**config.mk**
```make
export PLATFORM = sky130hd
export DESIGN_NAME = crlc_ladder_ctrl
export DESIGN_NICKNAME = d
export VERILOG_FILES = /design/src/shared/crlc_pkg.sv /design/src/core/crlc_ladder_ctrl.sv
export SDC_FILE = /design/constraint.sdc
export NUM_CORES = 1
export LEC_CHECK = 0
export ABC_AREA = 1
export BUFFER_PORTS_ARGS = -buffer_cell sky130_fd_sc_hd__buf_2
export CAP_MARGIN = 20
export CORE_UTILIZATION = 41
export CTS_BUF_LIST = sky130_fd_sc_hd__clkbuf_8
export CTS_CLUSTER_DIAMETER = 40
export CTS_CLUSTER_SIZE = 16
export DETAILED_ROUTE_END_ITERATION = 8
export PLACE_DENSITY = 0.71
export SKIP_LAST_GASP = 1
export SYNTH_ARGS = -nofsm -noshare
export SYNTH_HDL_FRONTEND = slang
export SYNTH_SLANG_ARGS = --single-unit
```
**constraint.sdc**
```tcl
create_clock -name mclk -period 1.72 [get_ports mclk]
set_input_delay 0.172 -clock mclk [delete_from_list [all_inputs] [get_ports mclk]]
set_output_delay 0.172 -clock mclk [all_outputs]
set_load 0.005 [all_outputs]
```
**src/shared/crlc_pkg.sv**
```systemverilog
package crlc_pkg;

    // ==========================================================
    // Register map (byte addresses on the AXI4-Lite slave)
    localparam logic [3:0] CRLC_ADDR_CONTROL   = 4'h0;
    localparam logic [3:0] CRLC_ADDR_COMP_MODE = 4'h4;
    localparam logic [3:0] CRLC_ADDR_PORT_DIR  = 4'h8;
    localparam logic [3:0] CRLC_ADDR_STATUS    = 4'hc;

    // ==========================================================
    // Control register fields
    localparam int CRLC_POWER_BIT  = 7;
    localparam int CRLC_PIN_BIT    = 6;
    localparam int CRLC_RANGE_BIT  = 5;
    localparam int CRLC_SOURCE_BIT = 4;
    localparam int CRLC_TAP_MSB    = 3;
    localparam int CRLC_TAP_LSB    = 0;

    // ==========================================================
    // Reset values
    localparam logic [7:0] CRLC_CONTROL_RESET   = 8'h00;
    localparam logic [2:0] CRLC_COMP_MODE_RESET = 3'h7;
    localparam logic [7:0] CRLC_PORT_DIR_RESET  = 8'hff;

    // Comparator mode that routes the reference to both positive inputs
    localparam logic [2:0] CRLC_MODE_INTERNAL_REF = 3'h6;
    // Port bit shared with the reference output
    localparam int CRLC_SHARED_PIN_BIT = 2;

    // ==========================================================
    // Ladder level encoding: output = level_num / 96 of the source span
    localparam logic [6:0] CRLC_LOW_STEP   = 7'h04;
    localparam logic [6:0] CRLC_HIGH_STEP  = 7'h03;
    localparam logic [6:0] CRLC_HIGH_BASE  = 7'h18;

    // AXI responses
    localparam logic [1:0] CRLC_RESP_OKAY   = 2'h0;
    localparam logic [1:0] CRLC_RESP_SLVERR = 2'h2;

endpackage

```
**src/core/crlc_ladder_ctrl.sv**
```systemverilog
// Added by the designer: the address map and the AXI4-Lite register port.
`timescale 1ns/100ps
// Contract
// - Control bit 7 set powers the ladder, clear powers it down.
// - Control bit 6 set routes the reference to the shared pin, clear disconnects it.
// - While bit 6 is set it overrides the port direction bit of the shared pin.
// - Range bit set gives output of tap times span over 24, from 0 to 0.625 of span.
// - Range bit clear gives a quarter span plus tap times span over 32, 0.250 to 0.719.
// - Source bit set selects the external reference pins, clear selects core rails.
// - The low four bits are an unsigned tap code 0..15 picking one of sixteen levels.
// - All control bits are read/write and read zero after power-on.
// - Device reset clears enable, pin drive, range and tap code.
// - Sleep wake-up by interrupt or watchdog leaves the control register intact.
// - The ladder works regardless of the comparator configuration.
// - The reference feeds both comparator positive inputs only in comparator mode 110.
module crlc_ladder_ctrl
    import crlc_pkg::*;
(
    // Clock and reset
    input  wire logic        mclk,
    input  wire logic        rst_n,
    // AXI4-Lite write address
    input  wire logic [3:0]  s_axi_awaddr,
    input  wire logic        s_axi_awvalid,
    output logic             s_axi_awready,
    // AXI4-Lite write data
    input  wire logic [31:0] s_axi_wdata,
    input  wire logic [3:0]  s_axi_wstrb,
    input  wire logic        s_axi_wvalid,
    output logic             s_axi_wready,
    // AXI4-Lite write response
    output logic [1:0]       s_axi_bresp,
    output logic             s_axi_bvalid,
    input  wire logic        s_axi_bready,
    // AXI4-Lite read address
    input  wire logic [3:0]  s_axi_araddr,
    input  wire logic        s_axi_arvalid,
    output logic             s_axi_arready,
    // AXI4-Lite read data
    output logic [31:0]      s_axi_rdata,
    output logic [1:0]       s_axi_rresp,
    output logic             s_axi_rvalid,
    input  wire logic        s_axi_rready,
    // Sleep state (held, never resets the control register)
    input  wire logic        sleep_active,
    // Analog ladder controls
    output logic             ladder_power_enable,
    output logic             ladder_range_select,
    output logic             ladder_source_select,
    output logic [3:0]       ladder_tap_code,
    output logic [6:0]       ladder_output_level,
    // Shared port pin and comparator hookup
    output logic             ladder_pin_drive_enable,
    output logic             shared_pin_digital_oe,
    output logic             comparator_ref_connect
);

    // ==========================================================
    // Registers
    logic [7:0]  control_reg;
    logic [2:0]  comp_mode_reg;
    logic [7:0]  port_dir_reg;
    logic [3:0]  aw_addr_reg;
    logic        aw_held_reg;
    logic [31:0] w_data_reg;
    logic [3:0]  w_strb_reg;
    logic        w_held_reg;
    logic        bvalid_reg;
    logic [1:0]  bresp_reg;
    logic        rvalid_reg;
    logic [31:0] rdata_reg;
    logic [1:0]  rresp_reg;
    logic        sleep_meta_reg;
    logic        sleep_sync_reg;
    logic [6:0]  level_reg;
    logic [6:0]  level_next;

    logic        do_write;
    logic [3:0]  wr_addr;
    logic [31:0] wr_data;
    logic [3:0]  wr_strb;
    logic        wr_ctl_sel;
    logic        wr_mode_sel;
    logic        wr_dir_sel;
    logic [1:0]  wr_resp;
    logic [31:0] rd_word;
    logic [1:0]  rd_resp;
    logic [6:0]  low_level;
    logic [6:0]  high_level;
    logic        ctl_power;
    logic        ctl_pin;
    logic        ctl_range;
    logic        ctl_source;
    logic [3:0]  ctl_tap;

    function automatic logic addr_mapped(input logic [3:0] a);
        addr_mapped = (a == CRLC_ADDR_CONTROL) || (a == CRLC_ADDR_COMP_MODE) ||
                      (a == CRLC_ADDR_PORT_DIR) || (a == CRLC_ADDR_STATUS);
    endfunction

    // Status is read-only, so a write there is refused with an error
    function automatic logic addr_writable(input logic [3:0] a);
        addr_writable = addr_mapped(a) && (a != CRLC_ADDR_STATUS);
    endfunction

    // ==========================================================
    // Write channel: address and data taken in either order
    assign s_axi_awready = !aw_held_reg && !bvalid_reg;
    assign s_axi_wready  = !w_held_reg && !bvalid_reg;
    assign wr_addr = aw_held_reg ? aw_addr_reg : s_axi_awaddr;
    assign wr_data = w_held_reg ? w_data_reg : s_axi_wdata;
    assign wr_strb = w_held_reg ? w_strb_reg : s_axi_wstrb;
    assign do_write = (aw_held_reg || (s_axi_awvalid && s_axi_awready)) &&
                      (w_held_reg || (s_axi_wvalid && s_axi_wready));

    // Address side of a write: parked here until its data arrives
    always_ff @(posedge mclk or negedge rst_n) begin
        if (!rst_n) begin
            aw_held_reg <= 1'b0;
            aw_addr_reg <= 4'h0;
        end else if (do_write) begin
            aw_held_reg <= 1'b0;
        end else if (s_axi_awvalid && s_axi_awready) begin
            aw_held_reg <= 1'b1;
            aw_addr_reg <= s_axi_awaddr;
        end
    end

    // Data side of a write: parked here until its address arrives
    always_ff @(posedge mclk or negedge rst_n) begin
        if (!rst_n) begin
            w_held_reg <= 1'b0;
            w_data_reg <= 32'h0000_0000;
            w_strb_reg <= 4'h0;
        end else if (do_write) begin
            w_held_reg <= 1'b0;
        end else if (s_axi_wvalid && s_axi_wready) begin
            w_held_reg <= 1'b1;
            w_data_reg <= s_axi_wdata;
            w_strb_reg <= s_axi_wstrb;
        end
    end

    // ==========================================================
    // Write decode: lane 0 carries every writable field; upper lanes
    // are ignored so a wide store from software cannot spill over
    assign wr_ctl_sel  = do_write && wr_strb[0] && addr_writable(wr_addr) && (wr_addr == CRLC_ADDR_CONTROL);
    assign wr_mode_sel = do_write && wr_strb[0] && addr_writable(wr_addr) && (wr_addr == CRLC_ADDR_COMP_MODE);
    assign wr_dir_sel  = do_write && wr_strb[0] && addr_writable(wr_addr) && (wr_addr == CRLC_ADDR_PORT_DIR);
    assign wr_resp     = addr_writable(wr_addr) ? CRLC_RESP_OKAY : CRLC_RESP_SLVERR;

    // Response waits for both halves; a master that never sends data
    // simply leaves the address parked

    always_ff @(posedge mclk or negedge rst_n) begin
        if (!rst_n) begin
            bvalid_reg <= 1'b0;
            bresp_reg  <= CRLC_RESP_OKAY;
        end else if (do_write) begin
            bvalid_reg <= 1'b1;
            bresp_reg  <= wr_resp;
        end else if (s_axi_bready) begin
            bvalid_reg <= 1'b0;
        end
    end

    assign s_axi_bvalid = bvalid_reg;
    assign s_axi_bresp  = bresp_reg;

    // ==========================================================
    // Register file; only the async reset clears it, sleep does not
    always_ff @(posedge mclk or negedge rst_n) begin
        if (!rst_n) begin
            control_reg <= CRLC_CONTROL_RESET;
        end else if (wr_ctl_sel) begin
            control_reg <= wr_data[7:0];
        end
    end

    // Comparator mode resets to its all-off code, not to zero
    always_ff @(posedge mclk or negedge rst_n) begin
        if (!rst_n) begin
            comp_mode_reg <= CRLC_COMP_MODE_RESET;
        end else if (wr_mode_sel) begin
            comp_mode_reg <= wr_data[2:0];
        end
    end

    // Direction resets to all inputs so no pin drives before software asks
    always_ff @(posedge mclk or negedge rst_n) begin
        if (!rst_n) begin
            port_dir_reg <= CRLC_PORT_DIR_RESET;
        end else if (wr_dir_sel) begin
            port_dir_reg <= wr_data[7:0];
        end
    end

    // Sleep only shown in status; sampling it never touches control_reg
    always_ff @(posedge mclk or negedge rst_n) begin
        if (!rst_n) begin
            sleep_meta_reg <= 1'b0;
            sleep_sync_reg <= 1'b0;
        end else begin
            sleep_meta_reg <= sleep_active;
            sleep_sync_reg <= sleep_meta_reg;
        end
    end

    // ==========================================================
    // Read channel: one-cycle answer
    assign s_axi_arready = !rvalid_reg;

    // Read mux kept out of the channel flops; the flops only capture it
    always_comb begin
        rd_resp = addr_mapped(s_axi_araddr) ? CRLC_RESP_OKAY : CRLC_RESP_SLVERR;
        case (s_axi_araddr)
            CRLC_ADDR_CONTROL:   rd_word = {24'h000000, control_reg};
            CRLC_ADDR_COMP_MODE: rd_word = {29'h0000000, comp_mode_reg};
            CRLC_ADDR_PORT_DIR:  rd_word = {24'h000000, port_dir_reg};
            CRLC_ADDR_STATUS:    rd_word = {22'h000000, sleep_sync_reg, comparator_ref_connect,
                                            shared_pin_digital_oe, level_reg};
            default:             rd_word = 32'h0000_0000;
        endcase
    end

    always_ff @(posedge mclk or negedge rst_n) begin
        if (!rst_n) begin
            rvalid_reg <= 1'b0;
            rdata_reg  <= 32'h0000_0000;
            rresp_reg  <= CRLC_RESP_OKAY;
        end else if (s_axi_arvalid && s_axi_arready) begin
            rvalid_reg <= 1'b1;
            rresp_reg  <= rd_resp;
            rdata_reg  <= rd_word;
        end else if (s_axi_rready) begin
            rvalid_reg <= 1'b0;
        end
    end

    assign s_axi_rvalid = rvalid_reg;
    assign s_axi_rdata  = rdata_reg;
    assign s_axi_rresp  = rresp_reg;

    // ==========================================================
    // Ladder outputs straight from the control register so that all
    // fields move on the write edge together
    assign ctl_power  = control_reg[CRLC_POWER_BIT];
    assign ctl_pin    = control_reg[CRLC_PIN_BIT];
    assign ctl_range  = control_reg[CRLC_RANGE_BIT];
    assign ctl_source = control_reg[CRLC_SOURCE_BIT];
    assign ctl_tap    = control_reg[CRLC_TAP_MSB:CRLC_TAP_LSB];

    assign ladder_power_enable     = ctl_power;
    assign ladder_pin_drive_enable = ctl_pin;
    assign ladder_range_select     = ctl_range;
    // Source only steers the analog supply mux; no digital logic uses it
    assign ladder_source_select    = ctl_source;
    assign ladder_tap_code         = ctl_tap;

    // ==========================================================
    // Level in 96ths of the span: /24 is 4/96, /32 is 3/96, 1/4 is 24/96.
    // Whole 96ths keep both ranges exact without a divider
    assign low_level  = 7'(CRLC_LOW_STEP * {3'h0, ctl_tap});
    assign high_level = 7'(CRLC_HIGH_BASE + CRLC_HIGH_STEP * {3'h0, ctl_tap});

    always_comb begin
        if (ctl_range) begin
            level_next = low_level;
        end else begin
            level_next = high_level;
        end
    end

    // Level reads zero while the ladder is powered down
    always_ff @(posedge mclk or negedge rst_n) begin
        if (!rst_n) begin
            level_reg <= 7'h00;
        end else begin
            level_reg <= ctl_power ? level_next : 7'h00;
        end
    end

    assign ladder_output_level = level_reg;

    // ==========================================================
    // Shared pin and comparator hookup
    // Pin drive overrides the direction bit: the digital driver is off
    // whenever the reference owns the pin (direction 0 = output)
    assign shared_pin_digital_oe = !port_dir_reg[CRLC_SHARED_PIN_BIT] &&
                                   !ctl_pin;

    // Hookup depends on the mode alone, so the ladder can run with the
    // comparators off
    assign comparator_ref_connect = (comp_mode_reg == CRLC_MODE_INTERNAL_REF);

endmodule

```
==> impl_metrics.ini, run 1 <==
[run_status]
status = completed

[global_route]
met3_usage_pct = 6.066
gr-usage-met2_pct = 27.34
met1_usage_pct = 21.87
grtUsageTotal_pct = 17.46
grt_max_degree = 58
grt_antenna_before_repair = 0
grt_pass1_wl_um = 10050
grt_pass1_vias = 2252
grt_remaining_overflow = 0
grt.busiest_layer = met2

[routing]
drtAntennaViolNets = 0
routed_wirelength_um = 6304
drc = 0
drt-initial-drc-count = 109
firstDrtPassIters = 4
vias_per_cell = 4.527
num_vias = 2476
drt-wirelength-per-cell_um = 11.52

[placement]
hpwl_um = 4556
dp_cells = 524
place_congestion = 0.8540
port_buffers = 58

[floorplan]
start_util_pct = 43.30
row_count = 30
dieWidth_um = 87.40
pin_count = 110
die_area_mm2 = 0.007639
coreArea_mm2 = 0.006907
chipHeight_um = 87.40

[cts]
clockRootBuffer = clkbuf_8
clock_latency_ns = 0.34
cts_sinks = 57
cts_buffer_depth = 2
clk_pin_slew_worst_paths_ns = 0.06
cts_made_buffers = 9
cts_tree = built
h-tree-depth = 3

[yosys]
syn_area_per_cell_um2 = 8.104
seq_area_frac_synth_pct = 48.16
yosysWarnings = 0
yosys.area.top_type = dfrtp_1
ys_ff_latch = 57
synthesis.area_mm2 = 0.002990
synth.distinct_cells = 29
yosys-top-cells-area = dfrtp_1 38%, nand2_1 16%, dfstp_2 9.7%
syn_inst = 369
synth_top_cell_area_share_pct = 38.49

[timing]
clock-skew-final_ns = 0.007252
setup_tns_ns = 0
rsz0062_at_grt = yes
finalCriticalPeriod_ns = 1.696
whs_ns = 0.02863
fin_crit_sh_pct = 98.60
final_max_slew_viol_count = 0
fmax_mhz = 589.6
hold_violations = 0
setup_violations = 0

[setup_path]
path_buf_inv = 2
cp_common_cell = nand2_2
critPathRequiredTime_ns = 1.94
crit_family = adder cells
ff2ff_setup_slack_ns = 0.02
startpoint_type = flip-flop
slowest_delay_ns = 0.39
path_class = flip-flop to flip-flop
cp.arrival_ns = 1.92
slowest_stage = dfrtp_1
path_max_fanout = 2
worstSetupEndpointType = flip-flop
r2r-start = control_reg[1]
reg2reg_to = ladder_output_level[4]
crit_chain = ha_1 -> ha_2 -> inv_2 -> fa_2 -> nand2_2 -> nand2_2 -> o221ai_2 -> inv_1
reg2reg_depth = 8

[hold_path]
min_to = s_axi_rvalid
min_path_type = input pin to flip-flop
hp-start = s_axi_rready
hold_depth = 2

[final_layout]
seq_area_mm2 = 0.001440
utilization_pct = 52.48
finalNonFillerCells = 547
nFillCells = 699
largest_register_ffs = 10
multiInputGateArea_mm2 = 0.001291
diodes = 0
fin_nets = 504
layout-drive-gt1-share_pct = 26.61
area_growth_pct = 21.21

[job]
drv_cap = 0

[pwr]
power.density_mw_per_mm2 = 1236
leakage_nw = 2.035
ir_worst_vdd_v = 0.0007840
power_mw = 4.479
==> where the power goes <==
group / total [mW] / internal [mW] / switching (mW) / leakage, nW
clock network: 1.26 / 0.774 / 0.488 / 0.115
logic: 1.31 / 0.489 / 0.825 / 1.20
registers: 1.90 / 1.67 / 0.229 / 0.717
==> cell families (layout without fill, tap and decap cells) <==
family | Yosys count | after routing | synth area share [%]
AND/OR/NAND/NOR | 196 | 197 | 29.25
AO/OA/AOI/OAI | 39 | 39 | 6.987
other | 1 | 24 | 0.1254
buffers and inverters | 70 | 128 | 12.47
adder cells (fa/ha/maj) | 6 | 6 | 3.013
flip-flops | 57 | 57 | 48.16
==> metrics by stage <==
step	setup slack, ns	instance area [µm²]
after global placement	0.01150	3337
final	0.02402	3625
after floorplan	0.02097	3077
after global routing	-0.04680	3625
after detailed placement	-0.04004	3337
after CTS	-0.01087	3592
==> cells in the final DEF, fill, tap and decap left out <==
master,n
nand2_1,126
buf_2,58
dfrtp_1,46
inv_1,37
nand3_1,30
o21ai_0,30
conb_1,24
nor2_1,16
clkbuf_8,12
dfstp_2,11
buf_4,10
nand2_2,7
nand4_1,6
a21oi_1,5
inv_2,4
nand2_4,3
nor2_4,3
ha_1,3
dlygate4sd3_1,3
nand3_2,2
nand3b_1,1
o21ai_1,1
o221ai_2,1
o21ai_2,1
o21bai_2,1
nor2_8,1
nor2_2,1
clkinv_1,1
nor3_1,1
fa_1,1
fa_2,1
ha_2,1
clkinv_2,1
bufinv_16,1
buf_12,1
==> worst max path at each step <==
stage	from	end	depth (start not counted)
after floorplan	control_reg[1]	ladder_output_level[4]	8
after global placement	control_reg[2]	ladder_output_level[4]	8
after detailed placement	control_reg[2]	ladder_output_level[4]	8
after CTS	control_reg[2]	ladder_output_level[5]	8
after global routing	control_reg[2]	ladder_output_level[4]	8
final	control_reg[1]	ladder_output_level[4]	8
==> synthesized netlist by cell type <==
cell        n
nor2_2      1
a21oi_1     5
o21bai_2    1
nor2_4      2
ha_1        4
nor2_1     16
buf_6       2
clkbuf_2    1
fa_1        2
nand3b_1    1
nand4_1     6
dfrtp_1    46
o21ai_2     1
inv_1      36
nand3_2     2
nand3_1    30
dfstp_2    11
conb_1      1
clkbuf_1    2
nand2_4     3
nor2_8      1
nand2_2     5
clkinv_1    1
o21ai_0    31
nand2_1   128
nor3_1      1
o221ai_1    1
buf_4      25
inv_2       3
==> per-layer routing <==
layer  vias up  wire length [µm]
met4         0               108
met1      1113              2957
met5         -                 0
li1       1266                 -
met2        85              2855
met3        12               383
==> area by class of cell <==
type	count	share of cell area (%)
clock buffer	12	4.556
clock inverter	4	1.174
inverter	40	4.142
multi-input combinational	266	35.62
sequential	57	39.73
tap	96	3.314
timing repair buffer	72	11.46
==> timing repair <==
| item | 4_1_cts | 5_1_grt |
|---|---|---|
| setup endpoints to repair | 1 | 4 |
| gates resized for setup | 1 | 6 |
| gates cloned | 0 | 1 |
| hold buffers | 3 | 0 |
| pin swaps | 0 | 1 |
| buffers inserted | 2 | 1 |
| endpoints found under the hold margin | 48 | 0 |
Power figures use the tool's default switching activity.
==> run 2, diff against run 1 <==
PLACE_DENSITY = 0.8   (was 0.71)
==> run 2 against run 1 <==
  * Flip-flop and latch count did not move
  * Clock skew up 0.0022 ns
  * Power shrank 4.0%
  * Critical path depth stayed put
  * First-iteration DRC count is 56% higher
  * Fmax decreased by 0.13%
  * Sequential power hardly changed
  * Worst hold slack worse by 0.015 ns
  * Via count is 1.7% higher
  * Final cell count is 0.18% lower
  * Largest cell class unchanged
==> impl_metrics.ini, run 2 (synthesized netlist as in run 1, its figures left out) <==
[setup_path]
reg2reg_to = ladder_output_level[4]
cp-startpoint = control_reg[2]
ff2ff_setup_slack_ns = 0.02
startpoint_type = flip-flop
worstSetupEndpointType = flip-flop
reg2reg_depth = 8
r2r-start = control_reg[2]
cp.arrival_ns = 1.92
path_class = flip-flop to flip-flop
critPathRequiredTime_ns = 1.94
path_max_fanout = 3

[routing]
num_vias = 2519
drt-initial-drc-count = 170
drc = 0
routed_wirelength_um = 6323
drt-wirelength-per-cell_um = 11.58
vias_per_cell = 4.614
drtAntennaViolNets = 0
firstDrtPassIters = 4

[final_layout]
fin_nets = 503
layout-drive-gt1-share_pct = 26.00
finalNonFillerCells = 546
utilization_pct = 51.68
final_common_cell = nand2_1
area_growth_pct = 19.37
largest_register_ffs = 10
seq_area_mm2 = 0.001440
design_area_mm2 = 0.003570
mostFrequentLayoutCells = 127 x nand2_1, 58 x buf_2, 46 x dfrtp_1, 37 x inv_1
multiInputGateArea_mm2 = 0.001280
nFillCells = 655
diodes = 0

[cts]
cts_buffer_depth = 2
clockRootBuffer = clkbuf_8
cts_made_buffers = 9
cts_tree = built
cts_sinks = 57
clk_pin_slew_worst_paths_ns = 0.07
clock_latency_ns = 0.34
h-tree-depth = 3

[global_route]
grt_remaining_overflow = 0
grt_max_degree = 58
grt_pass1_wl_um = 10490
grtUsageTotal_pct = 18.03
grt_antenna_before_repair = 0
grt_pass1_vias = 2397

[pwr]
ir_worst_vdd_v = 0.0006920
power_mw = 4.301
leakage_nw = 2.016
power.density_mw_per_mm2 = 1205

[floorplan]
die_area_mm2 = 0.007639
dieWidth_um = 87.40
row_count = 30
coreArea_mm2 = 0.006907
start_util_pct = 43.30
chipHeight_um = 87.40
pin_count = 110

[placement]
post-place-ws_ns = -0.07108
place_congestion = 0.9071
placed_cell_area_mm2 = 0.003344
dp_cells = 525
hpwl_um = 4679
port_buffers = 58

[timing]
clock-skew-final_ns = 0.009422
fin_crit_sh_pct = 98.73
setup_tns_ns = 0
final_max_slew_viol_count = 0
rsz0062_at_grt = yes
fin_ws_ns = 0.02178
setup_violations = 0
hold_violations = 0
fmax_mhz = 588.9
whs_ns = 0.01352
finalCriticalPeriod_ns = 1.698

[job]
drv_cap = 0

[run_status]
status = completed

[hold_path]
min_path_type = input pin to flip-flop
min_to = s_axi_bvalid
hp-start = s_axi_bready
hold_depth = 2
-- run 2: changes by cell type in the layout (fill, tap and decap cells not counted), sizes merged --
cell         delta
bufinv          -1
clkinv          +2
dlygate4sd3     -1
clkbuf          -1
-- run 2: worst max-delay path, stage by stage (launching register included) --
cell and delay [ns]:
dfrtp_1 0.39, ha_1 0.29, ha_1 0.17, inv_1 0.06, fa_2 0.35, nand2_2 0.07
nand2_1 0.05, o221ai_1 0.15, inv_1 0.06
-- run 2: timing repair --
action	4_1_cts	5_1_grt
hold buffers	2	0
setup buffers	2	0
hold endpoints to repair	47	0
gates resized for setup	1	3
cloned	0	1
setup endpoints to repair	1	5
pin swaps	1	1
-- run 2: final cells by class --
class | count | area share (%)
clock inverter | 5 | 0.6309
tap | 96 | 3.365
multi-input combinational | 266 | 35.86
clock buffer | 11 | 4.241
timing repair buffer | 71 | 11.36
inverter | 40 | 4.206
sequential | 57 | 40.34
-- run 2: worst max-delay path by stage --
stage / endpoint / slack (ns) / depth (start not counted)
floorplan: ladder_output_level[4] / 0.02 / 8
global placement: ladder_output_level[4] / 0.005 / 8
detailed placement: ladder_output_level[4] / -0.07 / 8
CTS: ladder_output_level[5] / -0.02 / 8
global route: ladder_output_level[4] / -0.03 / 8
finish: ladder_output_level[4] / 0.02 / 8
-- run 2: where the power goes --
group / leakage (nW) / switching [mW] / internal [mW]
Combinational: 1.20 / 0.824 / 0.485
Clock: 0.101 / 0.497 / 0.582
Sequential: 0.717 / 0.239 / 1.67
Total: 2.02 / 1.56 / 2.74
-- run 2: layer usage --
layer  part of all wire (%)  global-route usage [%]  wire (µm)  vias to the layer above
met3                    6.5                   5.972        413                       13
met1                     44                   21.49       2800                     1138
li1                       -                       -          -                     1263
met2                     47                   30.04       2995                      105
met4                    1.8                   7.154        113                        0
met5                      0                       0          0                        -
